<file path="src/core/spfcl_pkg.sv">
// Constants and types shared by the fan commutation and lock core
`default_nettype none
package spfcl_pkg;
    // ------------------------------------------------------------------
    // Clock and timing
    // ------------------------------------------------------------------
    localparam int unsigned     CLOCK_MHZ      = 250;
    localparam int unsigned     SOFT_START_MS  = 3000;
    localparam int unsigned     LOCK_DETECT_MS = 400;
    localparam int unsigned     OFF_RATIO      = 8;
    localparam longint unsigned SOFT_START_CYC =
        longint'(SOFT_START_MS) * 1000 * CLOCK_MHZ;
    localparam longint unsigned LOCK_DETECT_CYC =
        longint'(LOCK_DETECT_MS) * 1000 * CLOCK_MHZ;

    // ------------------------------------------------------------------
    // Level codes, 20 mV per step
    // ------------------------------------------------------------------
    localparam int          LV_W       = 8;
    localparam logic [7:0]  LV_1V      = 8'h32;
    localparam logic [7:0]  LV_3V      = 8'h96;
    localparam logic [7:0]  LV_REF     = 8'hFA;
    localparam logic [7:0]  LV_SRC_NOM = 8'hF5;
    localparam logic [6:0]  DUTY_FULL  = 7'h64;
    localparam logic [15:0] INTEG_RST  = 16'h9600;

    // ------------------------------------------------------------------
    // Types
    // ------------------------------------------------------------------
    typedef enum logic [1:0] {
        ST_SOFT,
        ST_RUN,
        ST_OFF
    } spfcl_state_t;

    typedef struct packed {
        logic a_low;
        logic b_low;
        logic a_high;
        logic b_high;
    } spfcl_drive_t;
endpackage
`default_nettype wire

</file>
<file path="src/core/spfcl_core.sv">
// Single-phase fan commutation, speed PWM and lock supervision core
//
// Function
// Hall positive above negative selects phase B, else phase A.
// Demand 3V gives 0% low-side duty, 1V gives 100%.
// Demand above 3V turns PWM off unless minimum clamp active.
// Demand at ground gives continuous full drive.
// In PWM mode input duty integrates to a 3V..1V demand level.
// Host should drive the speed PWM input near 25 kHz.
// Effective demand never asks slower than the minimum setting.
// Minimum setting at reference level disables the clamp.
// While running, lock timing restarts at each Hall change.
// After soft-start, no Hall change within detect time disables drive.
// After lock, stay undriven for off time, then soft-start.
// No Hall change by soft-start end returns to locked off.
// Hall activity by soft-start end enters lock detection.
// Soft-start ramps threshold source from zero to nominal 4.9V.
// Sense above threshold reduces output PWM duty.
// Tacho copies Hall state, driven low only.
// Low-side outputs carry commutation and PWM on active phase.
// High-side outputs carry commutation only, as sinking outputs.
// Inactive low-side output held low by weak pull-down.
// Lock detect time to off time ratio is one to eight.
// Soft-start, detect and off times come from counters.
// Duty varies linearly with demand between end points.
`default_nettype none
module spfcl_core
    import spfcl_pkg::*;
#(
    parameter int unsigned SOFT_START_CYCLES  = 32'(SOFT_START_CYC),
    parameter int unsigned LOCK_DETECT_CYCLES = 32'(LOCK_DETECT_CYC),
    parameter int unsigned INTEG_SHIFT        = 4
) (
    input  wire logic       CLOCK,
    input  wire logic       RST_N,
    input  wire logic       CLK_EN,
    input  wire logic [7:0] HALL_POS,
    input  wire logic [7:0] HALL_NEG,
    input  wire logic       PWM_MODE,
    input  wire logic [7:0] SPEED_DEMAND_LEVEL,
    input  wire logic       SPEED_PWM_IN,
    input  wire logic [7:0] MINIMUM_SPEED_SETTING,
    input  wire logic [7:0] CURRENT_SENSE,
    input  wire logic [7:0] CURRENT_THRESHOLD,
    output logic            PHASE_A_LOW_DRIVE,
    output logic            PHASE_B_LOW_DRIVE,
    output logic            PHASE_A_LOW_PULLDOWN,
    output logic            PHASE_B_LOW_PULLDOWN,
    output logic            PHASE_A_HIGH_DRIVE_O,
    output logic            PHASE_A_HIGH_DRIVE_OE,
    output logic            PHASE_B_HIGH_DRIVE_O,
    output logic            PHASE_B_HIGH_DRIVE_OE,
    output logic            TACHO_OUT_O,
    output logic            TACHO_OUT_OE,
    output logic [7:0]      CURRENT_THRESHOLD_SOURCE,
    output logic [7:0]      SPEED_PWM_INTEGRATOR,
    output logic            LOCKED
);
    // ------------------------------------------------------------------
    // Derived counts
    // ------------------------------------------------------------------
    localparam int unsigned OFF_CYCLES =
        32'(longint'(OFF_RATIO) * LOCK_DETECT_CYCLES);
    localparam int unsigned RAMP_STEP =
        (SOFT_START_CYCLES / 245 > 0) ? SOFT_START_CYCLES / 245 : 1;

    // ------------------------------------------------------------------
    // Demand to duty, linear between 3V and 1V
    // ------------------------------------------------------------------
    function automatic logic [6:0] level_to_duty(input logic [7:0] lv);
        logic [7:0] d;
        d = LV_3V - lv;
        if (lv >= LV_3V)
            level_to_duty = 7'h00;
        else if (lv <= LV_1V)
            level_to_duty = DUTY_FULL;
        else
            level_to_duty = d[6:0];
    endfunction

    spfcl_state_t state;
    spfcl_drive_t next_drive;
    logic [31:0]  timer;
    logic         hall_q;
    logic         hall_primed;
    logic         seen_change;
    logic [7:0]   src;
    logic [31:0]  ramp_pre;
    logic [15:0]  integ;
    logic [6:0]   pwm_cnt;
    logic [6:0]   cut;
    logic         hall_b;
    logic         hall_chg;
    logic [7:0]   raw_lv;
    logic [7:0]   eff_lv;
    logic         clamp_on;
    logic [6:0]   duty;
    logic [6:0]   duty_eff;
    logic [15:0]  thr_prod;
    logic [7:0]   thr_eff;
    logic         pwm_on;
    logic         running;

    // ------------------------------------------------------------------
    // Commutation and demand path
    // ------------------------------------------------------------------
    assign hall_b   = HALL_POS > HALL_NEG;
    assign hall_chg = hall_primed && (hall_b != hall_q);
    assign raw_lv   = PWM_MODE ? integ[15:8] : SPEED_DEMAND_LEVEL;
    assign clamp_on = (MINIMUM_SPEED_SETTING != LV_REF)
                      && (raw_lv > MINIMUM_SPEED_SETTING);
    assign eff_lv   = clamp_on ? MINIMUM_SPEED_SETTING : raw_lv;
    assign duty     = level_to_duty(eff_lv);
    assign duty_eff = (duty > cut) ? duty - cut : 7'h00;
    assign thr_prod = 16'(CURRENT_THRESHOLD) * 16'(src);
    assign thr_eff  = 8'(thr_prod / 16'(LV_SRC_NOM));
    assign pwm_on   = pwm_cnt < duty_eff;
    assign running  = state != ST_OFF;

    always_ff @(posedge CLOCK or negedge RST_N) begin
        if (!RST_N) begin
            hall_q      <= 1'b0;
            hall_primed <= 1'b0;
        end else if (CLK_EN) begin
            hall_q      <= hall_b;
            hall_primed <= 1'b1;
        end
    end

    // ------------------------------------------------------------------
    // Speed PWM integrator, first-order toward 1V or 3V
    // ------------------------------------------------------------------
    always_ff @(posedge CLOCK or negedge RST_N) begin
        if (!RST_N) begin
            integ <= INTEG_RST;
        end else if (CLK_EN) begin
            if (SPEED_PWM_IN)
                integ <= integ - ((integ - {LV_1V, 8'h00}) >> INTEG_SHIFT);
            else
                integ <= integ + (({LV_3V, 8'h00} - integ) >> INTEG_SHIFT);
        end
    end

    // ------------------------------------------------------------------
    // PWM carrier and current back-off
    // ------------------------------------------------------------------
    // Back-off moves one step per period so a single noisy sample of
    // sense cannot collapse the drive.
    always_ff @(posedge CLOCK or negedge RST_N) begin
        if (!RST_N) begin
            pwm_cnt <= 7'h00;
            cut     <= 7'h00;
        end else if (CLK_EN) begin
            if (pwm_cnt == DUTY_FULL - 7'h01) begin
                pwm_cnt <= 7'h00;
                if (CURRENT_SENSE > thr_eff && cut < DUTY_FULL)
                    cut <= cut + 7'h01;
                else if (CURRENT_SENSE <= thr_eff && cut != 7'h00)
                    cut <= cut - 7'h01;
            end else begin
                pwm_cnt <= pwm_cnt + 7'h01;
            end
        end
    end

    // ------------------------------------------------------------------
    // Lock supervision state machine
    // ------------------------------------------------------------------
    always_ff @(posedge CLOCK or negedge RST_N) begin
        if (!RST_N) begin
            state       <= ST_SOFT;
            timer       <= 32'h0000_0000;
            seen_change <= 1'b0;
        end else if (CLK_EN) begin
            case (state)
                ST_SOFT: begin
                    if (hall_chg)
                        seen_change <= 1'b1;
                    if (timer == SOFT_START_CYCLES - 1) begin
                        timer <= 32'h0000_0000;
                        if (seen_change || hall_chg)
                            state <= ST_RUN;
                        else
                            state <= ST_OFF;
                    end else begin
                        timer <= timer + 32'h0000_0001;
                    end
                end
                ST_RUN: begin
                    if (hall_chg) begin
                        timer <= 32'h0000_0000;
                    end else if (timer == LOCK_DETECT_CYCLES - 1) begin
                        timer <= 32'h0000_0000;
                        state <= ST_OFF;
                    end else begin
                        timer <= timer + 32'h0000_0001;
                    end
                end
                default: begin
                    if (timer == OFF_CYCLES - 1) begin
                        timer       <= 32'h0000_0000;
                        seen_change <= 1'b0;
                        state       <= ST_SOFT;
                    end else begin
                        timer <= timer + 32'h0000_0001;
                    end
                end
            endcase
        end
    end

    // ------------------------------------------------------------------
    // Threshold source ramp
    // ------------------------------------------------------------------
    // The source is held at zero while locked so every restart ramps
    // the current limit up from nothing.
    always_ff @(posedge CLOCK or negedge RST_N) begin
        if (!RST_N) begin
            src      <= 8'h00;
            ramp_pre <= 32'h0000_0000;
        end else if (CLK_EN) begin
            if (state == ST_OFF) begin
                src      <= 8'h00;
                ramp_pre <= 32'h0000_0000;
            end else if (state == ST_RUN) begin
                src <= LV_SRC_NOM;
            end else if (ramp_pre == RAMP_STEP - 1) begin
                ramp_pre <= 32'h0000_0000;
                if (src < LV_SRC_NOM)
                    src <= src + 8'h01;
            end else begin
                ramp_pre <= ramp_pre + 32'h0000_0001;
            end
        end
    end

    // ------------------------------------------------------------------
    // Output stage
    // ------------------------------------------------------------------
    always_comb begin
        next_drive.a_low  = running && !hall_b && pwm_on;
        next_drive.b_low  = running && hall_b && pwm_on;
        next_drive.a_high = running && !hall_b;
        next_drive.b_high = running && hall_b;
    end

    always_ff @(posedge CLOCK or negedge RST_N) begin
        if (!RST_N) begin
            PHASE_A_LOW_DRIVE     <= 1'b0;
            PHASE_B_LOW_DRIVE     <= 1'b0;
            PHASE_A_LOW_PULLDOWN  <= 1'b1;
            PHASE_B_LOW_PULLDOWN  <= 1'b1;
            PHASE_A_HIGH_DRIVE_O  <= 1'b0;
            PHASE_A_HIGH_DRIVE_OE <= 1'b0;
            PHASE_B_HIGH_DRIVE_O  <= 1'b0;
            PHASE_B_HIGH_DRIVE_OE <= 1'b0;
        end else if (CLK_EN) begin
            PHASE_A_LOW_DRIVE     <= next_drive.a_low;
            PHASE_B_LOW_DRIVE     <= next_drive.b_low;
            PHASE_A_LOW_PULLDOWN  <= !(running && !hall_b);
            PHASE_B_LOW_PULLDOWN  <= !(running && hall_b);
            PHASE_A_HIGH_DRIVE_O  <= 1'b0;
            PHASE_A_HIGH_DRIVE_OE <= next_drive.a_high;
            PHASE_B_HIGH_DRIVE_O  <= 1'b0;
            PHASE_B_HIGH_DRIVE_OE <= next_drive.b_high;
        end
    end

    always_ff @(posedge CLOCK or negedge RST_N) begin
        if (!RST_N) begin
            TACHO_OUT_O              <= 1'b0;
            TACHO_OUT_OE             <= 1'b0;
            CURRENT_THRESHOLD_SOURCE <= 8'h00;
            SPEED_PWM_INTEGRATOR     <= LV_3V;
            LOCKED                   <= 1'b0;
        end else if (CLK_EN) begin
            TACHO_OUT_O              <= 1'b0;
            TACHO_OUT_OE             <= !hall_b;
            CURRENT_THRESHOLD_SOURCE <= src;
            SPEED_PWM_INTEGRATOR     <= integ[15:8];
            LOCKED                   <= state == ST_OFF;
        end
    end

    // ------------------------------------------------------------------
    // Checks
    // ------------------------------------------------------------------
    a_phase_exclusive: assert property (
        @(posedge CLOCK) disable iff (!RST_N)
        !(PHASE_A_HIGH_DRIVE_OE && PHASE_B_HIGH_DRIVE_OE))
        else $error("both high-side outputs active");
    a_locked_quiet: assert property (
        @(posedge CLOCK) disable iff (!RST_N)
        (CLK_EN && state == ST_OFF) |=> !PHASE_A_LOW_DRIVE
            && !PHASE_B_LOW_DRIVE && !PHASE_A_HIGH_DRIVE_OE
            && !PHASE_B_HIGH_DRIVE_OE)
        else $error("drive active while locked");
    a_lock_enter: assert property (
        @(posedge CLOCK) disable iff (!RST_N)
        (CLK_EN && state == ST_RUN && !hall_chg
            && timer == LOCK_DETECT_CYCLES - 1) |=> state == ST_OFF)
        else $error("lock not detected at timeout");
    a_hall_restart: assert property (
        @(posedge CLOCK) disable iff (!RST_N)
        (CLK_EN && state == ST_RUN && hall_chg) |=>
            (state == ST_RUN && timer == 32'h0000_0000))
        else $error("lock timer not restarted on hall change");
    a_off_hold: assert property (
        @(posedge CLOCK) disable iff (!RST_N)
        (CLK_EN && state == ST_OFF && timer != OFF_CYCLES - 1)
            |=> state == ST_OFF)
        else $error("left off period early");
    a_off_length: assert property (
        @(posedge CLOCK) disable iff (!RST_N)
        (state == ST_OFF) |-> timer < OFF_CYCLES)
        else $error("off timer beyond eight detect periods");
    a_soft_fail: assert property (
        @(posedge CLOCK) disable iff (!RST_N)
        (CLK_EN && state == ST_SOFT && timer == SOFT_START_CYCLES - 1
            && !seen_change && !hall_chg) |=> state == ST_OFF)
        else $error("restart without hall activity not relocked");
    a_soft_pass: assert property (
        @(posedge CLOCK) disable iff (!RST_N)
        (CLK_EN && state == ST_SOFT && timer == SOFT_START_CYCLES - 1
            && seen_change) |=> state == ST_RUN)
        else $error("running motor not moved to lock detection");
    a_full_duty: assert property (
        @(posedge CLOCK) disable iff (!RST_N)
        (eff_lv <= LV_1V) |-> duty == DUTY_FULL)
        else $error("full demand without full duty");
    a_disable_duty: assert property (
        @(posedge CLOCK) disable iff (!RST_N)
        (eff_lv >= LV_3V) |-> duty == 7'h00)
        else $error("disable demand still gives duty");
    a_tacho_follow: assert property (
        @(posedge CLOCK) disable iff (!RST_N)
        CLK_EN |=> TACHO_OUT_OE == !$past(hall_b) && !TACHO_OUT_O)
        else $error("tacho does not follow hall");
endmodule // spfcl_core
`default_nettype wire

</file>
<file path="config.mk">
export PLATFORM = sky130hd
export DESIGN_NAME = spfcl_core
export DESIGN_NICKNAME = d
export VERILOG_FILES = /design/src/core/spfcl_pkg.sv /design/src/core/spfcl_core.sv
export SDC_FILE = /design/constraint.sdc
export NUM_CORES = 1
export LEC_CHECK = 0
export ABC_AREA = 1
export ABC_CLOCK_PERIOD_IN_PS = 10000
export BUFFER_PORTS_ARGS = -buffer_cell sky130_fd_sc_hd__buf_2
export CAP_MARGIN = 20
export CORE_UTILIZATION = 35
export CTS_CLUSTER_SIZE = 30
export DETAILED_ROUTE_END_ITERATION = 10
export SLEW_MARGIN = 20
export SYNTH_ARGS = -nofsm -noshare
export SYNTH_HDL_FRONTEND = slang
export SYNTH_SLANG_ARGS = --single-unit
</file>
<file path="constraint.sdc">
create_clock -name CLOCK -period 10 [get_ports CLOCK]
set_input_delay 0.5 -clock CLOCK [delete_from_list [all_inputs] [get_ports CLOCK]]
set_output_delay 0.5 -clock CLOCK [all_outputs]
set_load 0.01 [all_outputs]
</file>
==> results of run 1 <==
==> per-stage QoR <==
stage          worst slack (ps)  cells  instance area (um2)
4_1_cts                    -311   2817                16900
6_report                   -271   2842                17600
2_1_floorplan              5.67   2055                13800
3_3_place_gp               -462   2745                15700
5_1_grt                    -985   2842                17600
3_5_place_dp               -834   2745                15700
==> worst register-to-register path: cells and delay by family (launching register included) <==
family | cells | cell delay (ps)
and+or+nand+nor | 48 | 4220
adders and majority gates | 8 | 2910
AOI/OAI and AO/OA | 10 | 1120
buffers and inverters | 13 | 1000
DFF | 1 | 460
xor gates and xnor gates | 2 | 410
==> placed cells by master (no fill, tap or decap), types with 5 or more instances in the layout <==
cell type    n
a211oi_1     5
a21oi_1     69
a21oi_2     11
a31oi_1     12
buf_2       75
buf_4      185
buf_6       13
clkbuf_16   17
dfrtp_1    116
dfrtp_2      5
dfstp_2     10
fa_1        34
fa_2         5
ha_1        93
ha_4        12
inv_1      393
inv_2       36
inv_4        7
nand2_1    410
nand2_2     80
nand2_4     32
nand3_1    103
nand3_2     24
nand3b_1    13
nand4_1     31
nor2_1     157
nor2_2      15
nor2_4      12
nor3_1      49
nor4_1      21
o211ai_1    13
o21a_1       6
o21ai_0     92
o21ai_1     10
o21bai_1     9
or2_2        9
xnor2_1      9
xor2_1      49
==> sequential cells by signal, summed over array words and instances (netlist names), 2 cells and up <==
name                      cells
ramp_pre                     32
timer                        32
integ                        16
CURRENT_THRESHOLD_SOURCE      8
SPEED_PWM_INTEGRATOR          8
src                           8
cut                           7
pwm_cnt                       7
state                         2
==> logic make-up after synthesis <==
group | synth area share (%)
xor gates and xnor gates | 4.08
other | 0.0274
DFF | 24.1
and+or+nand+nor | 32.1
muxes | 0.0733
AOI/OAI and AO/OA | 11.0
adders and majority gates | 15.4
buffers and inverters | 13.2
==> path summary, 6_finish.rpt <==
kind	endpoint	from	slack, ps	cells after the start
max in group asynchronous	src[4]$_DFFE_PN0P_	RST_N	8530	2
setup reg to reg	cut[5]$_DFFE_PN0P_	src[4]$_DFFE_PN0P_	-270	81
hold reg to reg	hall_primed$_DFFE_PN0P_	hall_primed$_DFFE_PN0P_	440	2
setup / recovery	cut[5]$_DFFE_PN0P_	src[4]$_DFFE_PN0P_	-270	81
hold / removal	integ[11]$_DFFE_PN0P_	RST_N	40	1
min in group CLOCK	hall_primed$_DFFE_PN0P_	hall_primed$_DFFE_PN0P_	440	2
==> timing repair <==
action	in CTS	in global routing
gates resized for setup	87	135
gates cloned	2	0
setup endpoints to repair	7	7
pin swaps	86	99
setup buffers	38	24
hold buffers	0	0
==> routing by layer <==
metal | global-route usage [%] | wire, um | vias up
met5 | 0 | 12 | -
met4 | 4.86 | 501 | 2
met3 | 2.23 | 1050 | 30
met2 | 30.1 | 17100 | 195
met1 | 23.2 | 16300 | 6304
li1 | - | - | 7017
==> area by class of cell <==
cell class | instances | area (um2) | share of cell area (%)
multi-input combinational | 1449 | 9430 | 53.7
sequential | 131 | 3300 | 18.8
timing repair buffer | 273 | 1910 | 10.9
inverter | 438 | 1660 | 9.45
tap | 518 | 648 | 3.69
clock buffer | 20 | 447 | 2.54
clock inverter | 12 | 180 | 1.02
antenna | 1 | 2.50 | 0.0142
==> flow_metrics.tcl, run 1 <==
set metrics [dict create \
    status "complete, but fails checks" \
    violations "negative setup slack" \
    first_iter_violations 674 \
    ys.flop_type "dfrtp_1" \
    ioPinCount 80 \
    synth.area.top_cells "dfrtp_1, nand2_1, inv_1" \
    crit_type "register to register" \
    finalMaxSlewViolations 0 \
    grt_antenna_before_repair 2 \
    finClkSkew_ps 9.00 \
    fillCellCount 3903 \
    die_height_um 200 \
    synthTopCellsByCount "nand2_1, inv_1, nor2_1" \
    avgRoutedWirePerCell_um 12.3 \
    synth_cells 2053 \
    grt_pass1_wl_um 58300 \
    setup_viol 5 \
    endpoint_kind "register" \
    path_max_fanout 7 \
    synth.distinct_cells 62 \
    timing.fmax_ghz 0.0974 \
    area_growth_pct 28.7 \
    seq_area_frac_synth_pct 24.1 \
    period_minus_slack_ps 10270 \
    hold_viol 0 \
    yosysWarningCount 0 \
    viasPerCell 4.77 \
    rows 72 \
    fin_ws_ps -271 \
    dieArea_um2 39800 \
    place.detailed.hpwl_um 26400 \
    core_area_um2 38600 \
    drive_above_1_share_pct 25.4 \
    cts_tree "yes" \
    clkLatencyLatePin_ps 430 \
    ant_nets 0 \
    rsz0062_at_grt "true" \
    die_w_um 200 \
    cts_max_level 4 \
    drv_cap 0 \
    required_ps 10310 \
    crit_top_cell "nand2_4" \
    netlist.top_cell.by_area "dfrtp_1" \
    worst-path-buf-inv 13 \
    synth_area_um2 13700 \
    drc 0 \
    relSlewSlack_pct 36.9 \
    clk_pin_slew_ps 60 \
    cp-start-kind "register" \
    clock_sink_count 131 \
    syn_avg_cell_area_um2 6.66 \
    cts_root_buf "clkbuf_16" \
    grtUsageTotal_pct 17.6 \
    fin_util_pct 45.6 \
    hold_path_class "input pin to async pin" \
    yosysMostFrequentCell "nand2_1" \
    start_util_pct 35.4 \
    fin_crit_sh_pct 103 \
    path_delay_family "simple AND/OR/NAND/NOR gates" \
    grt_pass1_vias 12932 \
    cp.arrival_ps 10580 \
    grt_max_degree 80 \
    drt-pass1-iter-count 5 \
    crit_slowest_cell "fa_1" \
    synth_seq_cells 131 \
    fin_setup_tns_ps -1150 \
    overflow 0 \
    nNetsFinal 2508 \
    yosys.area.top_type_share_pct 22.2 \
    slowest_delay_ps 560 \
    synth_edf_count 0 \
    finalWirelength_um 35000 \
    cts_made_buffers 17 \
    vias 13548 \
    port_buffers 76 \
    routabilityCongestion 0.870 \
    tightestPinTransition_ps 947 \
    clock_path_buffers 2 \
    holdWs_ps 40.1 \
    synthArstFlopShare_pct 100 \
]
Power of run 1 is left out: the tool's default activity adds up to more than one toggle a clock period on the data nets, which glitch-free logic cannot reach.
==> inputs of run 2 (changes only) <==
- CTS_BUF_LIST: not set -> sky130_fd_sc_hd__clkbuf_4
==> flow_metrics.tcl, run 2 (synthesized netlist as in run 1, its figures left out) <==
set metrics [dict create \
    status "complete, but fails checks" \
    violations "negative setup slack" \
    relSlewSlack_pct 37.7 \
    rsz0062_at_grt "true" \
    required_ps 10450 \
    overflow 0 \
    crit_slowest_cell "fa_1" \
    clk_pin_slew_ps 110 \
    fin_crit_sh_pct 103 \
    tightestPinTransition_ps 934 \
    clkLatencyLatePin_ps 560 \
    hold_path_class "input pin to register" \
    cts_root_buf "clkbuf_4" \
    clock_sink_count 131 \
    clock_path_buffers 2 \
    die_height_um 200 \
    crit_type "register to register" \
    routabilityCongestion 0.870 \
    grt_max_degree 80 \
    holdWs_ps 407 \
    place.detailed.hpwl_um 26400 \
    vias 13484 \
    setup_viol 5 \
    cp.arrival_ps 10760 \
    timing.fmax_ghz 0.0970 \
    drc 0 \
    core_area_um2 38600 \
    grt_pass1_vias 12891 \
    top_regs "ramp_pre: 32 flops, timer: 32 flops, integ: 16 flops" \
    grt_antenna_before_repair 3 \
    endpoint_kind "register" \
    worst-path-buf-inv 13 \
    rows 72 \
    cts_made_buffers 17 \
    cp-start-kind "register" \
    path_max_fanout 7 \
    area_growth_pct 25.9 \
    drv_cap 0 \
    start_util_pct 35.4 \
    final_common_cell "nand2_1" \
    grtUsageTotal_pct 17.5 \
    placed_cell_area_um2 15700 \
    die_w_um 200 \
    viasPerCell 4.75 \
    drt-pass1-iter-count 5 \
    hold_viol 0 \
    ant_nets 0 \
    grt_pass1_wl_um 58000 \
    finClkSkew_ps 19.4 \
    period_minus_slack_ps 10310 \
    slowest_delay_ps 510 \
    fin_setup_tns_ps -1210 \
    port_buffers 76 \
    cts_tree "yes" \
    finalMaxSlewViolations 0 \
    fin_util_pct 44.6 \
    dieArea_um2 39800 \
    avgRoutedWirePerCell_um 12.2 \
    drive_above_1_share_pct 24.7 \
    nNetsFinal 2503 \
    fin_ws_ps -312 \
    ioPinCount 80 \
    stdcell_area_um2 17200 \
    first_iter_violations 703 \
    path_delay_family "simple AND/OR/NAND/NOR gates" \
    cts_max_level 4 \
    finalWirelength_um 34600 \
    final_cell_mix "nand2_1, inv_1, buf_4" \
    crit_top_cell "nand2_4" \
]
==> run 2: cell count changes in the layout (fill, tap and decap cells not counted), moves of 3 or more <==
cell,change
clkbuf_4,+19
clkbuf_16,-17
inv_2,-3
buf_6,-5
nand2_1,+5
nand2_2,-4
==> run 2: stage by stage <==
| stage | instances | setup slack (ps) |
|---|---|---|
| 4_1_cts | 2818 | -320 |
| 3_3_place_gp | 2745 | -462 |
| 6_report | 2839 | -312 |
| 2_1_floorplan | 2055 | 5.67 |
| 3_5_place_dp | 2745 | -834 |
| 5_1_grt | 2838 | -953 |
==> run 2: path summary, 6_finish.rpt <==
| path | from | to | slack (ps) | depth (start not counted) |
|---|---|---|---|---|
| worst min register to register | hall_primed$_DFFE_PN0P_ | hall_primed$_DFFE_PN0P_ | 460 | 2 |
| worst min-delay path | CLK_EN | integ[1]$_DFFE_PN0P_ | 410 | 3 |
| max in group asynchronous | RST_N | src[4]$_DFFE_PN0P_ | 8110 | 3 |
| worst max register to register | src[2]$_DFFE_PN0P_ | cut[6]$_DFFE_PN0P_ | -310 | 81 |
| worst max-delay path | src[2]$_DFFE_PN0P_ | cut[6]$_DFFE_PN0P_ | -310 | 81 |
| min in group asynchronous | RST_N | integ[11]$_DFFE_PN0P_ | 470 | 2 |
==> run 2: layout make-up <==
cell class	instances	area (um2)
fillers	3953	21400
multi-input cells	1449	9400
flip-flops and latches	131	3300
repair buffers	268	1860
inverters	438	1660
well taps	518	648
clock inverters	13	184
clock buffers	19	143
diodes	3	7.51
==> run 2: timing repair <==
item,in CTS,in global routing
hold buffers,1,0
gates cloned,2,0
setup buffers,38,18
pin swaps,86,89
gates resized for setup,88,118
endpoints found under the hold margin,47,0
setup endpoints to repair,7,7
==> run 2: routing by layer <==
layer  share of wire (%)  track usage (%)
met5               0.046                0
met4                0.98             4.52
met2                  49             30.1
met1                  47             23.1
met3                 2.6             2.24
==> run 2: worst reg2reg max path, delay by kind of cell, from the launching register on <==
kind            cells  cell delay, ps
xor+xnor            2             400
simple gates       51            4580
flops               1             480
compound gates      7             760
fa+ha+maj           8            2970
buf+inv            13            1030
Power of run 2 is left out for the same reason.
==> inputs of run 3 (changes only) <==
- ABC_CLOCK_PERIOD_IN_PS: 10000 -> 9470
- CORE_UTILIZATION: 35 -> 44
- clock period: 10 -> 9.47 ns (I/O delays scaled with it)
==> flow_metrics.tcl, run 3 (synthesized netlist as in run 1, its figures left out) <==
set metrics [dict create \
    worstReg2RegStart "src[5]$_DFFE_PN0P_" \
    grt_pass1_vias 13020 \
    ioPinCount 80 \
    finalMaxSlewViolations 0 \
    crit_slowest_cell "fa_1" \
    tightestPinTransition_ps 820 \
    vias 13747 \
    path_max_fanout 7 \
    fin_util_pct 57.4 \
    endpoint_kind "register" \
    viasPerCell 4.95 \
    die_w_um 178 \
    multi_input_area_um2 9470 \
    rr_worst_depth 72 \
    r2r_end "cut[6]$_DFFE_PN0P_" \
    drc 0 \
    grtUsageTotal_pct 22.4 \
    finClkSkew_ps 23.9 \
    crit_start "src[5]$_DFFE_PN0P_" \
    fin_ws_ps -980 \
    die_height_um 178 \
    wl_met3_um 1010 \
    dieArea_um2 31800 \
    nNetsFinal 2563 \
    required_ps 9930 \
    regArea_um2 3300 \
    routabilityCongestion 0.871 \
    start_util_pct 44.7 \
    rsz0062_at_grt "true" \
    cts_tree "yes" \
    cts_made_buffers 17 \
    fillCellCount 2919 \
    clock_path_buffers 2 \
    status "complete, but fails checks" \
    relSlewSlack_pct 45.3 \
    clock_sink_count 131 \
    wirelength_met1_um 16300 \
    rows 64 \
    cts_root_buf "clkbuf_4" \
    finalWirelength_um 35300 \
    timing.fmax_ghz 0.0957 \
    overflow 0 \
    final_common_cell "nand2_1" \
    top_layer_used "met4" \
    first_iter_violations 735 \
    hold_path_class "input pin to async pin" \
    final_cell_mix "nand2_1, inv_1, buf_4" \
    grt_pass1_wl_um 58600 \
    grt_max_degree 80 \
    drv_cap 0 \
    dr_wl_met2_um 17300 \
    violations "negative setup slack" \
    cts_max_level 4 \
    crit_type "register to register" \
    r2r_slack_ps -980 \
    fin_crit_sh_pct 110 \
    clkLatencyLatePin_ps 550 \
    stdcell_area_um2 17600 \
    drive_above_1_share_pct 26.6 \
    period_minus_slack_ps 10450 \
    slowest_delay_ps 530 \
    grt_antenna_before_repair 2 \
    port_buffers 76 \
    hold_viol 0 \
    dp_cells 2641 \
    crit_top_cell "buf_4" \
    avgRoutedWirePerCell_um 12.7 \
    clk_pin_slew_ps 130 \
    setup_viol 7 \
    top_regs "ramp_pre: 32 flops, timer: 32 flops, integ: 16 flops" \
    cp.arrival_ps 10920 \
    place.detailed.hpwl_um 26000 \
    area_growth_pct 28.6 \
    cp-start-kind "register" \
    ant_nets 0 \
    placed_cell_area_um2 15700 \
    drt-pass1-iter-count 5 \
    core_area_um2 30600 \
    final_cells 2776 \
]
==> run 3: changes by cell type in the layout (fill, tap and decap cells not counted), moves of 4 or more <==
cell,before,now
buf_6,8,12
nor2_1,158,163
nor2_2,14,8
nand3_1,105,100
buf_4,184,237
nand2_4,31,37
nand3_4,3,7
nand2_1,415,408
==> run 3: worst max path at each step <==
stage,endpoint,depth (start not counted)
final,cut[6]$_DFFE_PN0P_,72
after global routing,cut[6]$_DFFE_PN0P_,76
after CTS,cut[5]$_DFFE_PN0P_,80
after detailed placement,cut[5]$_DFFE_PN0P_,80
after global placement,cut[6]$_DFFE_PN0P_,81
after floorplan,cut[6]$_DFFE_PN0P_,83
==> run 3: metal layers <==
| layer | vias to the layer above | GRT usage [%] |
|---|---|---|
| li1 | 7119 | - |
| met1 | 6377 | 28.2 |
| met2 | 209 | 39.5 |
| met3 | 42 | 3.41 |
| met4 | 0 | 6.50 |
| met5 | - | 0 |
==> run 3: layout make-up <==
cell class	count	area share, %
Clock buffer	22	0.940
Sequential cell	131	18.8
Antenna cell	2	0.0285
Inverter	438	9.43
Clock inverter	10	0.762
Timing Repair Buffer	327	13.3
Tap cell	396	2.82
Multi-Input combinational cell	1450	53.9
==> run 3: repair_timing <==
action,in CTS,in global routing
pin swaps,39,76
setup buffers,65,32
hold endpoints to repair,65,0
hold buffers,1,0
cloned,3,0
setup endpoints to repair,7,7
resized for setup,89,105
==> run 3: through the flow <==
step	TNS [ps]	setup slack, ps	hold slack (ps)
after floorplan	-1040	-407	178
after global placement	-4040	-829	430
after detailed placement	-5960	-1110	448
after CTS	-2570	-592	342
after global routing	-8950	-1540	364
final	-5190	-980	405
==> run 3: critical path: cells and delay by family (launching register included) <==
kind,cells,cell delay (ps)
AND/OR/NAND/NOR,24,2280
adder cells (fa/ha/maj),7,2950
buffers and inverters,37,4180
XOR/XNOR,1,150
flip-flops,1,450
AO/OA/AOI/OAI,3,340
Power of run 3 is left out for the same reason.
